### config.mk
export PLATFORM = sky130hd
export DESIGN_NAME = sbtc_timer
export DESIGN_NICKNAME = d
export VERILOG_FILES = /design/src/design/sbtc_pkg.sv /design/src/design/sbtc_timer.sv
export SDC_FILE = /design/constraint.sdc
export NUM_CORES = 1
export LEC_CHECK = 0
export BUFFER_PORTS_ARGS = -buffer_cell sky130_fd_sc_hd__buf_2
export CAP_MARGIN = 20
export CORE_MARGIN = 2
export CORE_UTILIZATION = 48
export DETAILED_ROUTE_END_ITERATION = 10
export PLACE_DENSITY = 0.84
export SLEW_MARGIN = 20
export SYNTH_ARGS = -nofsm -noshare
export SYNTH_HDL_FRONTEND = slang
export SYNTH_SLANG_ARGS = --single-unit
### constraint.sdc
create_clock -name clk_sys -period 2.7 [get_ports clk_sys]
set_input_delay 0.54 -clock clk_sys [delete_from_list [all_inputs] [get_ports clk_sys]]
set_output_delay 0.54 -clock clk_sys [all_outputs]
set_load 0.02 [all_outputs]
### src/design/sbtc_pkg.sv
// Package for the sixteen-bit timer/counter: register map, fields, types
package sbtc_pkg;

  // ==========================================================
  // Register indices (byte address is four times the index)
  localparam logic [7:0]  IDX_FLAGS    = 8'h0c;
  localparam logic [7:0]  IDX_COUNT_LO = 8'h0e;
  localparam logic [7:0]  IDX_COUNT_HI = 8'h0f;
  localparam logic [7:0]  IDX_CONTROL  = 8'h10;
  localparam logic [7:0]  IDX_ENABLES  = 8'h8c;
  localparam int          ADDR_W       = 12;
  localparam int          IDX_LSB      = 2;

  // ==========================================================
  // Control field positions and reset values
  localparam int          CTL_RUN      = 0;
  localparam int          CTL_CLKSEL   = 1;
  localparam int          CTL_NOSYNC   = 2;
  localparam int          CTL_OSCEN    = 3;
  localparam int          CTL_PS_LO    = 4;
  localparam int          CTL_W        = 6;
  localparam logic [5:0]  CTL_RESET    = 6'h00;
  localparam int          OVF_BIT      = 0;
  localparam logic [15:0] COUNT_RESET  = 16'h0000;
  localparam logic [15:0] COUNT_MAX    = 16'hffff;

  // ==========================================================
  // Instruction cycle phases (oscillator divided by four) and prescaler select codes
  localparam logic [1:0]  PH_SECOND    = 2'h1;
  localparam logic [1:0]  PH_FOURTH    = 2'h3;
  localparam logic [1:0]  PH_LAST      = 2'h3;
  localparam logic [1:0]  PS_DIV1      = 2'h0;
  localparam logic [1:0]  PS_DIV2      = 2'h1;
  localparam logic [1:0]  PS_DIV4      = 2'h2;

  typedef enum logic [1:0] {
    SBTC_MODE_TIMER = 2'b00,
    SBTC_MODE_SYNC  = 2'b01,
    SBTC_MODE_ASYNC = 2'b10
  } sbtc_mode_t;

  typedef struct packed {
    logic              psel;
    logic              penable;
    logic              pwrite;
    logic [ADDR_W-1:0] paddr;
    logic [31:0]       pwdata;
  } sbtc_apb_req_t;

  typedef struct packed {
    logic        pready;
    logic [31:0] prdata;
    logic        pslverr;
  } sbtc_apb_rsp_t;

  typedef struct packed {
    logic osc_enable;
    logic pin_zero_force_in;
    logic pin_one_force_in;
    logic overflow_irq;
    logic wake;
    logic timebase_valid;
  } sbtc_side_t;

endpackage : sbtc_pkg

### src/design/sbtc_timer.sv
// Sixteen-bit timer/counter with prescaler, APB register slave and overflow flag
//
// Summary of operation
// - Count is 16 bits in two RW byte halves, 0000 to ffff, wraps.
// - Wrap from ffff to 0000 sets the latched overflow flag, flags bit 0.
// - Overflow request goes out only while enable bit 0 is set.
// - Select clear: count at oscillator/4; select set: external rising edges.
// - Count advances only while run bit 0 is set.
// - Reset input from either compare unit clears the count, except in unsynchronised counter mode.
// - Oscillator enable forces port pins to inputs; older parts only upper pin.
// - Prescale field 5:4: 11 div8, 10 div4, 01 div2, 00 none.
// - Oscillator enable bit switches the low-frequency oscillator on and off.
// - Sync control bit 2 is ignored when the internal clock is selected.
// - Counter mode clock: oscillator input pin if enabled, else external pin.
// - Sync mode synchronises after the prescaler; prescaler is free-running.
// - In sleep sync mode the count halts while the prescaler keeps counting.
// - Prescaler output is sampled on second and fourth phases.
// - Sync mode count advances a short delay after the external edge.
// - Unsynchronised counter runs in sleep and its overflow wakes the core.
// - Unsynchronised counter is not offered as compare/capture time base.
// - Control bits 7 and 6 read as zero.
// - Compare trigger resets count without flag; a coincident write wins.
// - Any write to either count byte clears the prescaler.
`timescale 1ns/1ps
`default_nettype none

module sbtc_timer
  import sbtc_pkg::*;
#(
  parameter bit FORCE_BOTH_PINS = 1'b1
) (
  input  wire logic          clk_sys,
  input  wire logic          rst,
  input  wire sbtc_apb_req_t apb_req,
  output var  sbtc_apb_rsp_t apb_rsp,
  input  wire logic          ext_clock_pin,
  input  wire logic          osc_input_pin,
  input  wire logic          sleep,
  input  wire logic          compare_unit_one_trig,
  input  wire logic          compare_unit_two_trig,
  output var  sbtc_side_t    side,
  output logic [15:0]        sixteen_bit_count
);

  // ==========================================================
  // State
  typedef struct packed {
    logic [15:0]       count;
    logic [CTL_W-1:0]  ctrl;
    logic              ovf_flag;
    logic              ovf_ien;
    logic [2:0]        pscnt;
    logic              pin_prev;
    logic [1:0]        phase;
    logic              pending;
    sbtc_apb_rsp_t     rsp;
    sbtc_side_t        side;
  } sbtc_state_t;

  sbtc_state_t s_reg;
  sbtc_state_t s_next;

  // ==========================================================
  // Decode helpers
  logic              clksel;
  logic              nosync;
  logic              oscen;
  logic [1:0]        ps_sel;
  sbtc_mode_t        mode;
  logic              src_pin;
  logic              ps_in_ev;
  logic              ps_out_ev;
  logic              inc;
  logic              access;
  logic              wr_stb;
  logic [7:0]        idx;
  logic              hit;
  logic [31:0]       rd_val;
  logic [15:0]       cnt_inc;

  always_comb begin
    clksel  = s_reg.ctrl[CTL_CLKSEL];
    nosync  = s_reg.ctrl[CTL_NOSYNC];
    oscen   = s_reg.ctrl[CTL_OSCEN];
    ps_sel  = s_reg.ctrl[CTL_PS_LO +: 2];
    // Sync bit only matters for an external source
    if (!clksel) begin
      mode = SBTC_MODE_TIMER;
    end else if (nosync) begin
      mode = SBTC_MODE_ASYNC;
    end else begin
      mode = SBTC_MODE_SYNC;
    end
    src_pin = oscen ? osc_input_pin : ext_clock_pin;
    // Prescaler input: one tick per instruction cycle or per pin rising edge
    if (mode == SBTC_MODE_TIMER) begin
      // The instruction clock stops in sleep
      ps_in_ev = (s_reg.phase == PH_LAST) && !sleep;
    end else begin
      // Prescaler stays alive in sleep, like the ripple stage it models
      ps_in_ev = src_pin && !s_reg.pin_prev;
    end
    case (ps_sel)
      PS_DIV1: ps_out_ev = ps_in_ev;
      PS_DIV2: ps_out_ev = ps_in_ev && s_reg.pscnt[0];
      PS_DIV4: ps_out_ev = ps_in_ev && (&s_reg.pscnt[1:0]);
      default: ps_out_ev = ps_in_ev && (&s_reg.pscnt);
    endcase
    case (mode)
      SBTC_MODE_SYNC: begin
        // Synchroniser is off in sleep, so nothing reaches the count
        inc = s_reg.pending && !sleep &&
              (s_reg.phase == PH_SECOND || s_reg.phase == PH_FOURTH);
      end
      SBTC_MODE_ASYNC: inc = ps_out_ev;
      default:         inc = ps_out_ev;
    endcase
    inc = inc && s_reg.ctrl[CTL_RUN];
    cnt_inc = s_reg.count + 16'h0001;
    access = apb_req.psel && apb_req.penable;
    wr_stb = access && apb_req.pwrite && s_reg.rsp.pready;
    idx    = apb_req.paddr[IDX_LSB +: 8];
    hit    = (apb_req.paddr[ADDR_W-1:IDX_LSB+8] == '0) &&
             (apb_req.paddr[IDX_LSB-1:0] == '0) &&
             (idx == IDX_FLAGS || idx == IDX_COUNT_LO || idx == IDX_COUNT_HI ||
              idx == IDX_CONTROL || idx == IDX_ENABLES);
    rd_val = 32'h0000_0000;
    case (idx)
      IDX_FLAGS:    rd_val[OVF_BIT] = s_reg.ovf_flag;
      IDX_ENABLES:  rd_val[OVF_BIT] = s_reg.ovf_ien;
      IDX_COUNT_LO: rd_val[7:0] = s_reg.count[7:0];
      IDX_COUNT_HI: rd_val[7:0] = s_reg.count[15:8];
      IDX_CONTROL:  rd_val[CTL_W-1:0] = s_reg.ctrl;
      default:      rd_val = 32'h0000_0000;
    endcase
  end

  // ==========================================================
  // Next state
  always_comb begin
    s_next = s_reg;
    s_next.phase    = s_reg.phase + 2'h1;
    s_next.pin_prev = src_pin;
    if (ps_in_ev) begin
      s_next.pscnt = s_reg.pscnt + 3'h1;
    end
    // Edge waits in the synchroniser for the next sampling phase
    if (mode != SBTC_MODE_SYNC || sleep || inc) begin
      s_next.pending = 1'b0;
    end
    if (mode == SBTC_MODE_SYNC && ps_out_ev) begin
      s_next.pending = 1'b1;
    end
    // Count: increment, then compare reset, then software write on top
    if (inc) begin
      s_next.count = cnt_inc;
    end
    // Trigger cannot act reliably on an unsynchronised counter
    if ((compare_unit_one_trig || compare_unit_two_trig) && mode != SBTC_MODE_ASYNC) begin
      s_next.count = COUNT_RESET;
    end
    // Bus answers with one wait state so read data comes from a flop
    s_next.rsp.pready  = access && !s_reg.rsp.pready;
    s_next.rsp.pslverr = access && !s_reg.rsp.pready && !hit;
    s_next.rsp.prdata  = (access && !s_reg.rsp.pready && !apb_req.pwrite && hit) ? rd_val
                                                                               : 32'h0000_0000;
    if (wr_stb && hit) begin
      case (idx)
        IDX_FLAGS:    s_next.ovf_flag = apb_req.pwdata[OVF_BIT];
        IDX_ENABLES:  s_next.ovf_ien  = apb_req.pwdata[OVF_BIT];
        IDX_CONTROL:  s_next.ctrl     = apb_req.pwdata[CTL_W-1:0];
        IDX_COUNT_LO: begin
          s_next.count[7:0] = apb_req.pwdata[7:0];
          s_next.pscnt      = 3'h0;
          s_next.pending    = 1'b0;
        end
        IDX_COUNT_HI: begin
          s_next.count[15:8] = apb_req.pwdata[7:0];
          s_next.pscnt       = 3'h0;
          s_next.pending     = 1'b0;
        end
        default: s_next.ctrl = s_reg.ctrl;
      endcase
    end
    // Hardware set beats a same-cycle software clear; trigger never sets it
    if (inc && s_reg.count == COUNT_MAX) begin
      s_next.ovf_flag = 1'b1;
    end
    // ========================================================
    // Side outputs, registered
    s_next.side.osc_enable        = s_next.ctrl[CTL_OSCEN];
    s_next.side.pin_one_force_in  = s_next.ctrl[CTL_OSCEN];
    s_next.side.pin_zero_force_in = s_next.ctrl[CTL_OSCEN] && FORCE_BOTH_PINS;
    s_next.side.overflow_irq      = s_next.ovf_flag && s_next.ovf_ien;
    s_next.side.wake              = s_next.ovf_flag && s_next.ovf_ien &&
                                    s_next.ctrl[CTL_CLKSEL] && s_next.ctrl[CTL_NOSYNC];
    s_next.side.timebase_valid    = !(s_next.ctrl[CTL_CLKSEL] && s_next.ctrl[CTL_NOSYNC]);
  end

  // ==========================================================
  // Registers
  always_ff @(posedge clk_sys) begin
    if (rst) begin
      s_reg                        <= '0;
      s_reg.count                  <= COUNT_RESET;
      s_reg.ctrl                   <= CTL_RESET;
      s_reg.side.timebase_valid    <= 1'b1;
    end else begin
      s_reg <= s_next;
    end
  end

  assign apb_rsp           = s_reg.rsp;
  assign side              = s_reg.side;
  assign sixteen_bit_count = s_reg.count;

endmodule : sbtc_timer

`default_nettype wire

==> results of run 1 <==
==> worst min-delay path by stage <==
stage | end | slack [ps] | depth (start not counted)
after floorplan | s_reg[41] | 410 | 1
after global placement | s_reg[41] | 420 | 1
after detailed placement | s_reg[41] | 440 | 1
after CTS | sixteen_bit_count[7] | 440 | 2
after global routing | sixteen_bit_count[6] | 440 | 2
final | sixteen_bit_count[7] | 440 | 2
==> per-layer routing <==
metal | share of wire (%) | vias up
li1 | - | 1006
met5 | 0 | -
met4 | 1.8 | 0
met1 | 44 | 941
met3 | 8.8 | 10
met2 | 45 | 99
==> power breakdown <==
| part | switching, mW | total, mW | internal (mW) |
|---|---|---|---|
| combinational | 0.0671 | 0.0947 | 0.0276 |
| sequential | 0.00332 | 0.657 | 0.654 |
| clock | 0.230 | 0.438 | 0.208 |
| total | 0.300 | 1.19 | 0.889 |
==> cell families after synthesis <==
logic type / synth area share, %
AOI/OAI and AO/OA: 9.65
xor gates and xnor gates: 5.33
adders and majority gates: 3.80
buffers and inverters: 19.4
DFF: 33.5
muxes: 7.94
other: 0.143
and+or+nand+nor: 20.3
==> through the flow <==
stage | instances | area (µm²) | utilization [%]
final | 400 | 2750 | 52.9
after global routing | 400 | 2750 | 52.9
after CTS | 400 | 2750 | 52.9
after detailed placement | 392 | 2660 | 51.1
after global placement | 392 | 2660 | 51.1
after floorplan | 324 | 2720 | -
==> cell usage in the layout, fill, tap and decap left out, types with 3 or more instances in the layout <==
cell type	instances
nand2b_1	3
o2bb2ai_1	8
a31oi_1	3
conb_1	24
nor4_1	5
mux2_2	7
xnor2_1	14
dfxtp_1	44
mux2i_1	13
nand4_1	3
nor3_1	17
inv_1	11
clkbuf_8	6
o21ai_0	9
nor2_1	30
ha_1	8
nand3_1	8
nand2_1	20
buf_2	61
a22oi_1	5
==> final cells by class <==
class,count,area (µm²),share of cell area [%]
Clock buffer,7,86.3,3.14
Clock inverter,1,7.51,0.273
Timing Repair Buffer,63,320,11.6
Multi-Input combinational cell,204,1330,48.2
Inverter,11,41.3,1.50
Sequential cell,44,881,32.0
Tap cell,70,87.6,3.18
==> results by group, run 1 <==
STA
  • RSZ-0062 raised after global routing: no
  • Post-Route Skew: about 11 ps
  • Worst-margin pin slew: roughly 500 ps
  • Fin Setup TNS: 0 ps
  • Tcrit/Tclk final: 84.8%
  • Final setup violation count: 0
  • Max_slew headroom: 66.6%
  • Hold Slack: 441 ps
  • Slew Viols, Final: 0
  • Peak Freq: 437 MHz
  • Final WS setup: 412 ps
  • Final Hold Fails: 0
  • Tmin final: ~2300 ps

Setup path
  • CP max stage cell: a211oi_1
  • Cell depth of the worst flop-to-flop path: 8
  • RR Endpoint: s_reg[40]
  • Crit start category: flop
  • Nature of the critical path endpoint: flop
  • Crit path cell chain: inv_1 -> ha_1 -> a22o_1 -> a211oi_1 -> o2bb2ai_2 -> buf_4 -> a31oi_1 -> nor4_1
  • Worst-path fanout max: 11
  • Worst Setup EP: s_reg[40]
  • Slowest stage delay, CP: approximately 400 ps
  • Critical path required time: 2900 ps
  • CP bufs+invs: 2
  • Top cell family by delay on the critical path: compound AO/OA/AOI/OAI gates
  • RR Startpoint: ps_sel[0]
  • Critical Path Start: ps_sel[0]
  • Crit Path Class: flop to flop
  • Reg-to-reg slack, setup: 410 ps
  • WP depth: 8
  • Critical path arrival: 2490 ps

Synth
  • Synthesized area: roughly 2600 µm²
  • Syn_area_per_cell: 8.74 µm²
  • Yosys top cell by area: dfxtp_1
  • Gate count of the mapped netlist: 301
  • Syn. warnings: 0
  • Asr flop ratio synth: 0%
  • Post-synthesis sequential area ratio: 33.5%
  • Number of synthesized flops with an enable pin: 0
  • Post-synth top cells: buf_4 (57), dfxtp_1 (44), nor2_1 (30)
  • Top cell type's share of synthesized area: 33.5%
  • Count leader, synth: buf_4
  • Post-synth cell types: 44
  • Synth top area cells: dfxtp_1 (33%), buf_4 (16%), mux2i_1 (4.9%)
  • Synthesis-stage register bit count: 44
  • Primary FF master, synth: dfxtp_1

Clock tree
  • Clock root buffer: clkbuf_8
  • Cts repair resizes: 0
  • Num CTS Buffers: 5
  • Clk slew on worst S/H paths: 90 ps
  • Longest Clk Path Bufs: 2
  • CTS Sinks: 44
  • TritonCTS clock tree: built
  • Postcts setup bufs: 0
  • Post-CTS Hold Fix Bufs: 0
  • Worst-Skew Late Latency: 310 ps
  • H-tree depth: 2

Global route
  • First-pass GRT wire length: 8760 µm
  • All-Layer GR Usage: 18.4%
  • Vias in the first global route: between 1500 and 2000
  • Met3 Track Usage GR: between 4 and 5%
  • Initial antenna violation count: 0
  • Pin count of the biggest net entering global routing: 23
  • Total global routing overflow: 0
  • M2 GR Usage: 28.1%
  • M1 GR Usage: around a quarter
  • Top Usage Layer GRT: met2

Power
  • Power Total: about 1.2 mW
  • Pwr dens: 432 nW/µm²
  • VDD IR max: 0.216 mV
  • Pleak: about 1.2 nW

Layout
  • Max reg flops: 16
  • Fillers: 502
  • Layout Area Growth over Synthesis: 4.56%
  • Layout cells sized above 1: about a quarter
  • Antenna diode count: 0
  • Nets: 391

Floorplan
  • Initial Util: about 50%
  • Core Region: 5200 µm²
  • Rows: 26
  • Die H: 78.0 µm
  • Die W: between 70 and 80 µm
  • IO Pins: 110
  • DIE AREA: 6090 µm²

Placement
  • Routability cong.: 0.871
  • Dpl hpwl: 4100 µm
  • Buffers on Ports: 61
  • Dpl ws: 230 ps

Route
  • Post-DRT Antenna Nets: 0
  • 1st-iter DRT viols: 142
  • Vias per cell: 5.14
  • Drt first pass iters: 5
  • DR WL/cell: 13.5 µm
  • Via count: 2056
  • DRC Markers: 0
  • Total Wirelength: 5390 µm

Min path
  • HP Start: apb_req[7]
  • Worst Hold Class: primary input to flop

Flow run
  • Max Cap Violations: 0

Run status
  • Status: complete, no violations
Power figures use the tool's default switching activity.
==> run 2, diff against run 1 <==
--- a/config.mk
+++ b/config.mk
@@ -5,12 +5,13 @@
 export SDC_FILE = /design/constraint.sdc
 export NUM_CORES = 1
 export LEC_CHECK = 0
+export ABC_AREA = 1
 export BUFFER_PORTS_ARGS = -buffer_cell sky130_fd_sc_hd__buf_2
 export CAP_MARGIN = 20
 export CORE_MARGIN = 2
-export CORE_UTILIZATION = 48
+export CORE_UTILIZATION = 46
 export DETAILED_ROUTE_END_ITERATION = 10
-export PLACE_DENSITY = 0.84
+export PLACE_DENSITY = 0.82
 export SLEW_MARGIN = 20
 export SYNTH_ARGS = -nofsm -noshare
 export SYNTH_HDL_FRONTEND = slang
==> constraint.sdc (replaced) <==
create_clock -name clk_sys -period 1.9 [get_ports clk_sys]
set_input_delay 0.38 -clock clk_sys [delete_from_list [all_inputs] [get_ports clk_sys]]
set_output_delay 0.38 -clock clk_sys [all_outputs]
set_load 0.02 [all_outputs]
==> results by group, run 2 <==
Setup path
  • Critical path arrival: 2040 ps
  • Critical path required time: 2140 ps
  • Nature of the critical path endpoint: flop
  • Top cell family by delay on the critical path: simple AND/OR/NAND/NOR gates
  • Crit path cell chain: ha_4 -> ha_1 -> or2_4 -> nand2_2 -> nand2_2 -> nand2_4 -> nand2_4 -> buf_8 -> nand3_1 -> nand4_1 -> a21oi_2
  • Crit start category: flop
  • Worst-path fanout max: 7
  • CP bufs+invs: 1
  • Slowest stage delay, CP: 340 ps
  • Crit Path Class: flop to flop
  • CP max stage cell: dfxtp_2

Clock tree
  • Worst-Skew Late Latency: 300 ps
  • H-tree depth: 2
  • Clk slew on worst S/H paths: about 90 ps
  • TritonCTS clock tree: built
  • CTS Sinks: 44
  • Post-CTS Hold Fix Bufs: 0
  • Num CTS Buffers: 5
  • Longest Clk Path Bufs: 2
  • Clock root buffer: clkbuf_8

Placement
  • Post-Place Cell Area: 3300 µm²
  • Routability cong.: 0.959
  • Dpl ws: 37.5 ps
  • Buffers on Ports: 61
  • Placed cells: 576
  • Dpl hpwl: 5890 µm

Layout
  • Post-route design area: 3540 µm²
  • Multi-input gate area: 1780 µm²
  • Max reg flops: 16
  • Layout cells sized above 1: roughly 28%
  • Layout Area Growth over Synthesis: 13.1%
  • Fillers: 652
  • Most frequent cells in the layout: nand2_1 (95), buf_2 (61), nor2_1 (52), inv_1 (44), dfxtp_1 (40)
  • Nets: 568
  • Finished Layout Cells: 587
  • Antenna diode count: 0
  • Core Util, Final: 53.0%
  • Commonest non-fill, non-tap cell in the layout: nand2_1
  • Register Area: 886 µm²

Global route
  • Pin count of the biggest net entering global routing: 24
  • All-Layer GR Usage: between 20% and 30%
  • Total global routing overflow: 0
  • First-pass GRT wire length: 12100 µm
  • Initial antenna violation count: 0
  • Vias in the first global route: 2616

STA
  • Final Hold Fails: 0
  • Tmin final: between 1500 and 2000 ps
  • Final setup violation count: 0
  • Slew Viols, Final: 0
  • Final WS setup: 92.9 ps
  • Peak Freq: 553 MHz
  • Post-Route Skew: 8.16 ps
  • Tcrit/Tclk final: 95.1%

Synth
  • Top cell type's share of synthesized area: 28.1%
  • Gate count of the mapped netlist: 456
  • Number of synthesized flops with an enable pin: 0
  • Asr flop ratio synth: 0%
  • Yosys top cell by area: dfxtp_1
  • Synthesized area: between 3000 and 4000 µm²
  • Post-synthesis sequential area ratio: 28.1%
  • Primary FF master, synth: dfxtp_1
  • Post-synth top cells: nand2_1 (97), buf_4 (56), nor2_1 (52)
  • Synthesis-stage register bit count: 44
  • Syn. warnings: 0
  • Post-synth cell types: 40
  • Syn_area_per_cell: 6.86 µm²
  • Synth top area cells: dfxtp_1 (28%), buf_4 (13%), nand2_1 (12%)
  • Count leader, synth: nand2_1

Route
  • Vias per cell: just over 5
  • Drt first pass iters: 5
  • DR WL/cell: about 13 µm
  • Post-DRT Antenna Nets: 0
  • DRC Markers: 0
  • Via count: 3038
  • 1st-iter DRT viols: 260
  • Total Wirelength: roughly 7800 µm

Floorplan
  • Rows: 30
  • Initial Util: 46.8%
  • Core Region: 6680 µm²
  • Die H: 86.5 µm
  • IO Pins: 110
  • DIE AREA: 7480 µm²
  • Die W: 86.5 µm

Power
  • Pleak: 1.61 nW
  • Power Total: 1.70 mW
  • VDD IR max: 0.238 mV
  • Pwr dens: 480 nW/µm²

Min path
  • Worst Hold Class: primary input to flop

Run status
  • Status: complete, no violations

Flow run
  • Max Cap Violations: 0
## run 2: worst min-delay path, stage by stage
cell     delay [ps]
buf_2           100
nand2_1          70
a21oi_2          50
## run 2: what timing repair did
item	CTS	global route
setup endpoints to repair	3	18
cloned	0	2
hold endpoints to repair	0	0
pin swaps	0	12
gates resized for setup	0	24
setup buffers	0	1
## run 2: worst paths after layout
check	startpoint	end	slack [ps]	depth (start not counted)
setup reg to reg	s_reg[45]	sixteen_bit_count[7]	90	11
hold / removal	apb_req[3]	sixteen_bit_count[3]	350	3
hold reg to reg	s_reg[41]	s_reg[41]	460	1
setup / recovery	s_reg[45]	sixteen_bit_count[7]	90	11
## run 2: final cells by class
type,instances,area share (%)
clock buffer,5,1.94
multi-input combinational,322,50.3
sequential,44,25.0
inverter,50,5.34
clock inverter,3,0.530
timing repair buffer,83,14.0
tap,80,2.83
## run 2: kinds of logic after synthesis
group | Yosys count | share of synthesized area (%)
xor gates and xnor gates | 10 | 2.80
buffers and inverters | 114 | 21.0
and+or+nand+nor | 227 | 34.9
DFF | 44 | 28.1
other | 1 | 0.120
adders and majority gates | 8 | 3.20
AOI/OAI and AO/OA | 52 | 9.88
## run 2: stage by stage
stage               setup TNS [ps]  hold slack, ps
finish                           0             345
CTS                          -8.86             333
global placement                 0             418
global route                 -59.2             347
floorplan                        0             406
detailed placement               0             432
## run 2: routing by layer
layer | track usage (%) | vias to the layer above | part of all wire, % | routed length, µm
met3 | 3.81 | 16 | 7.6 | 588
met2 | 34.1 | 140 | 48 | 3700
met5 | 0 | - | 0 | 0
li1 | - | 1499 | - | -
met1 | 25.8 | 1383 | 43 | 3350
met4 | 6.39 | 0 | 1.7 | 130
## run 2: report_power, final
part	switching, mW	internal (mW)
logic	0.124	0.0519
registers	0.00545	0.930
clock network	0.331	0.257
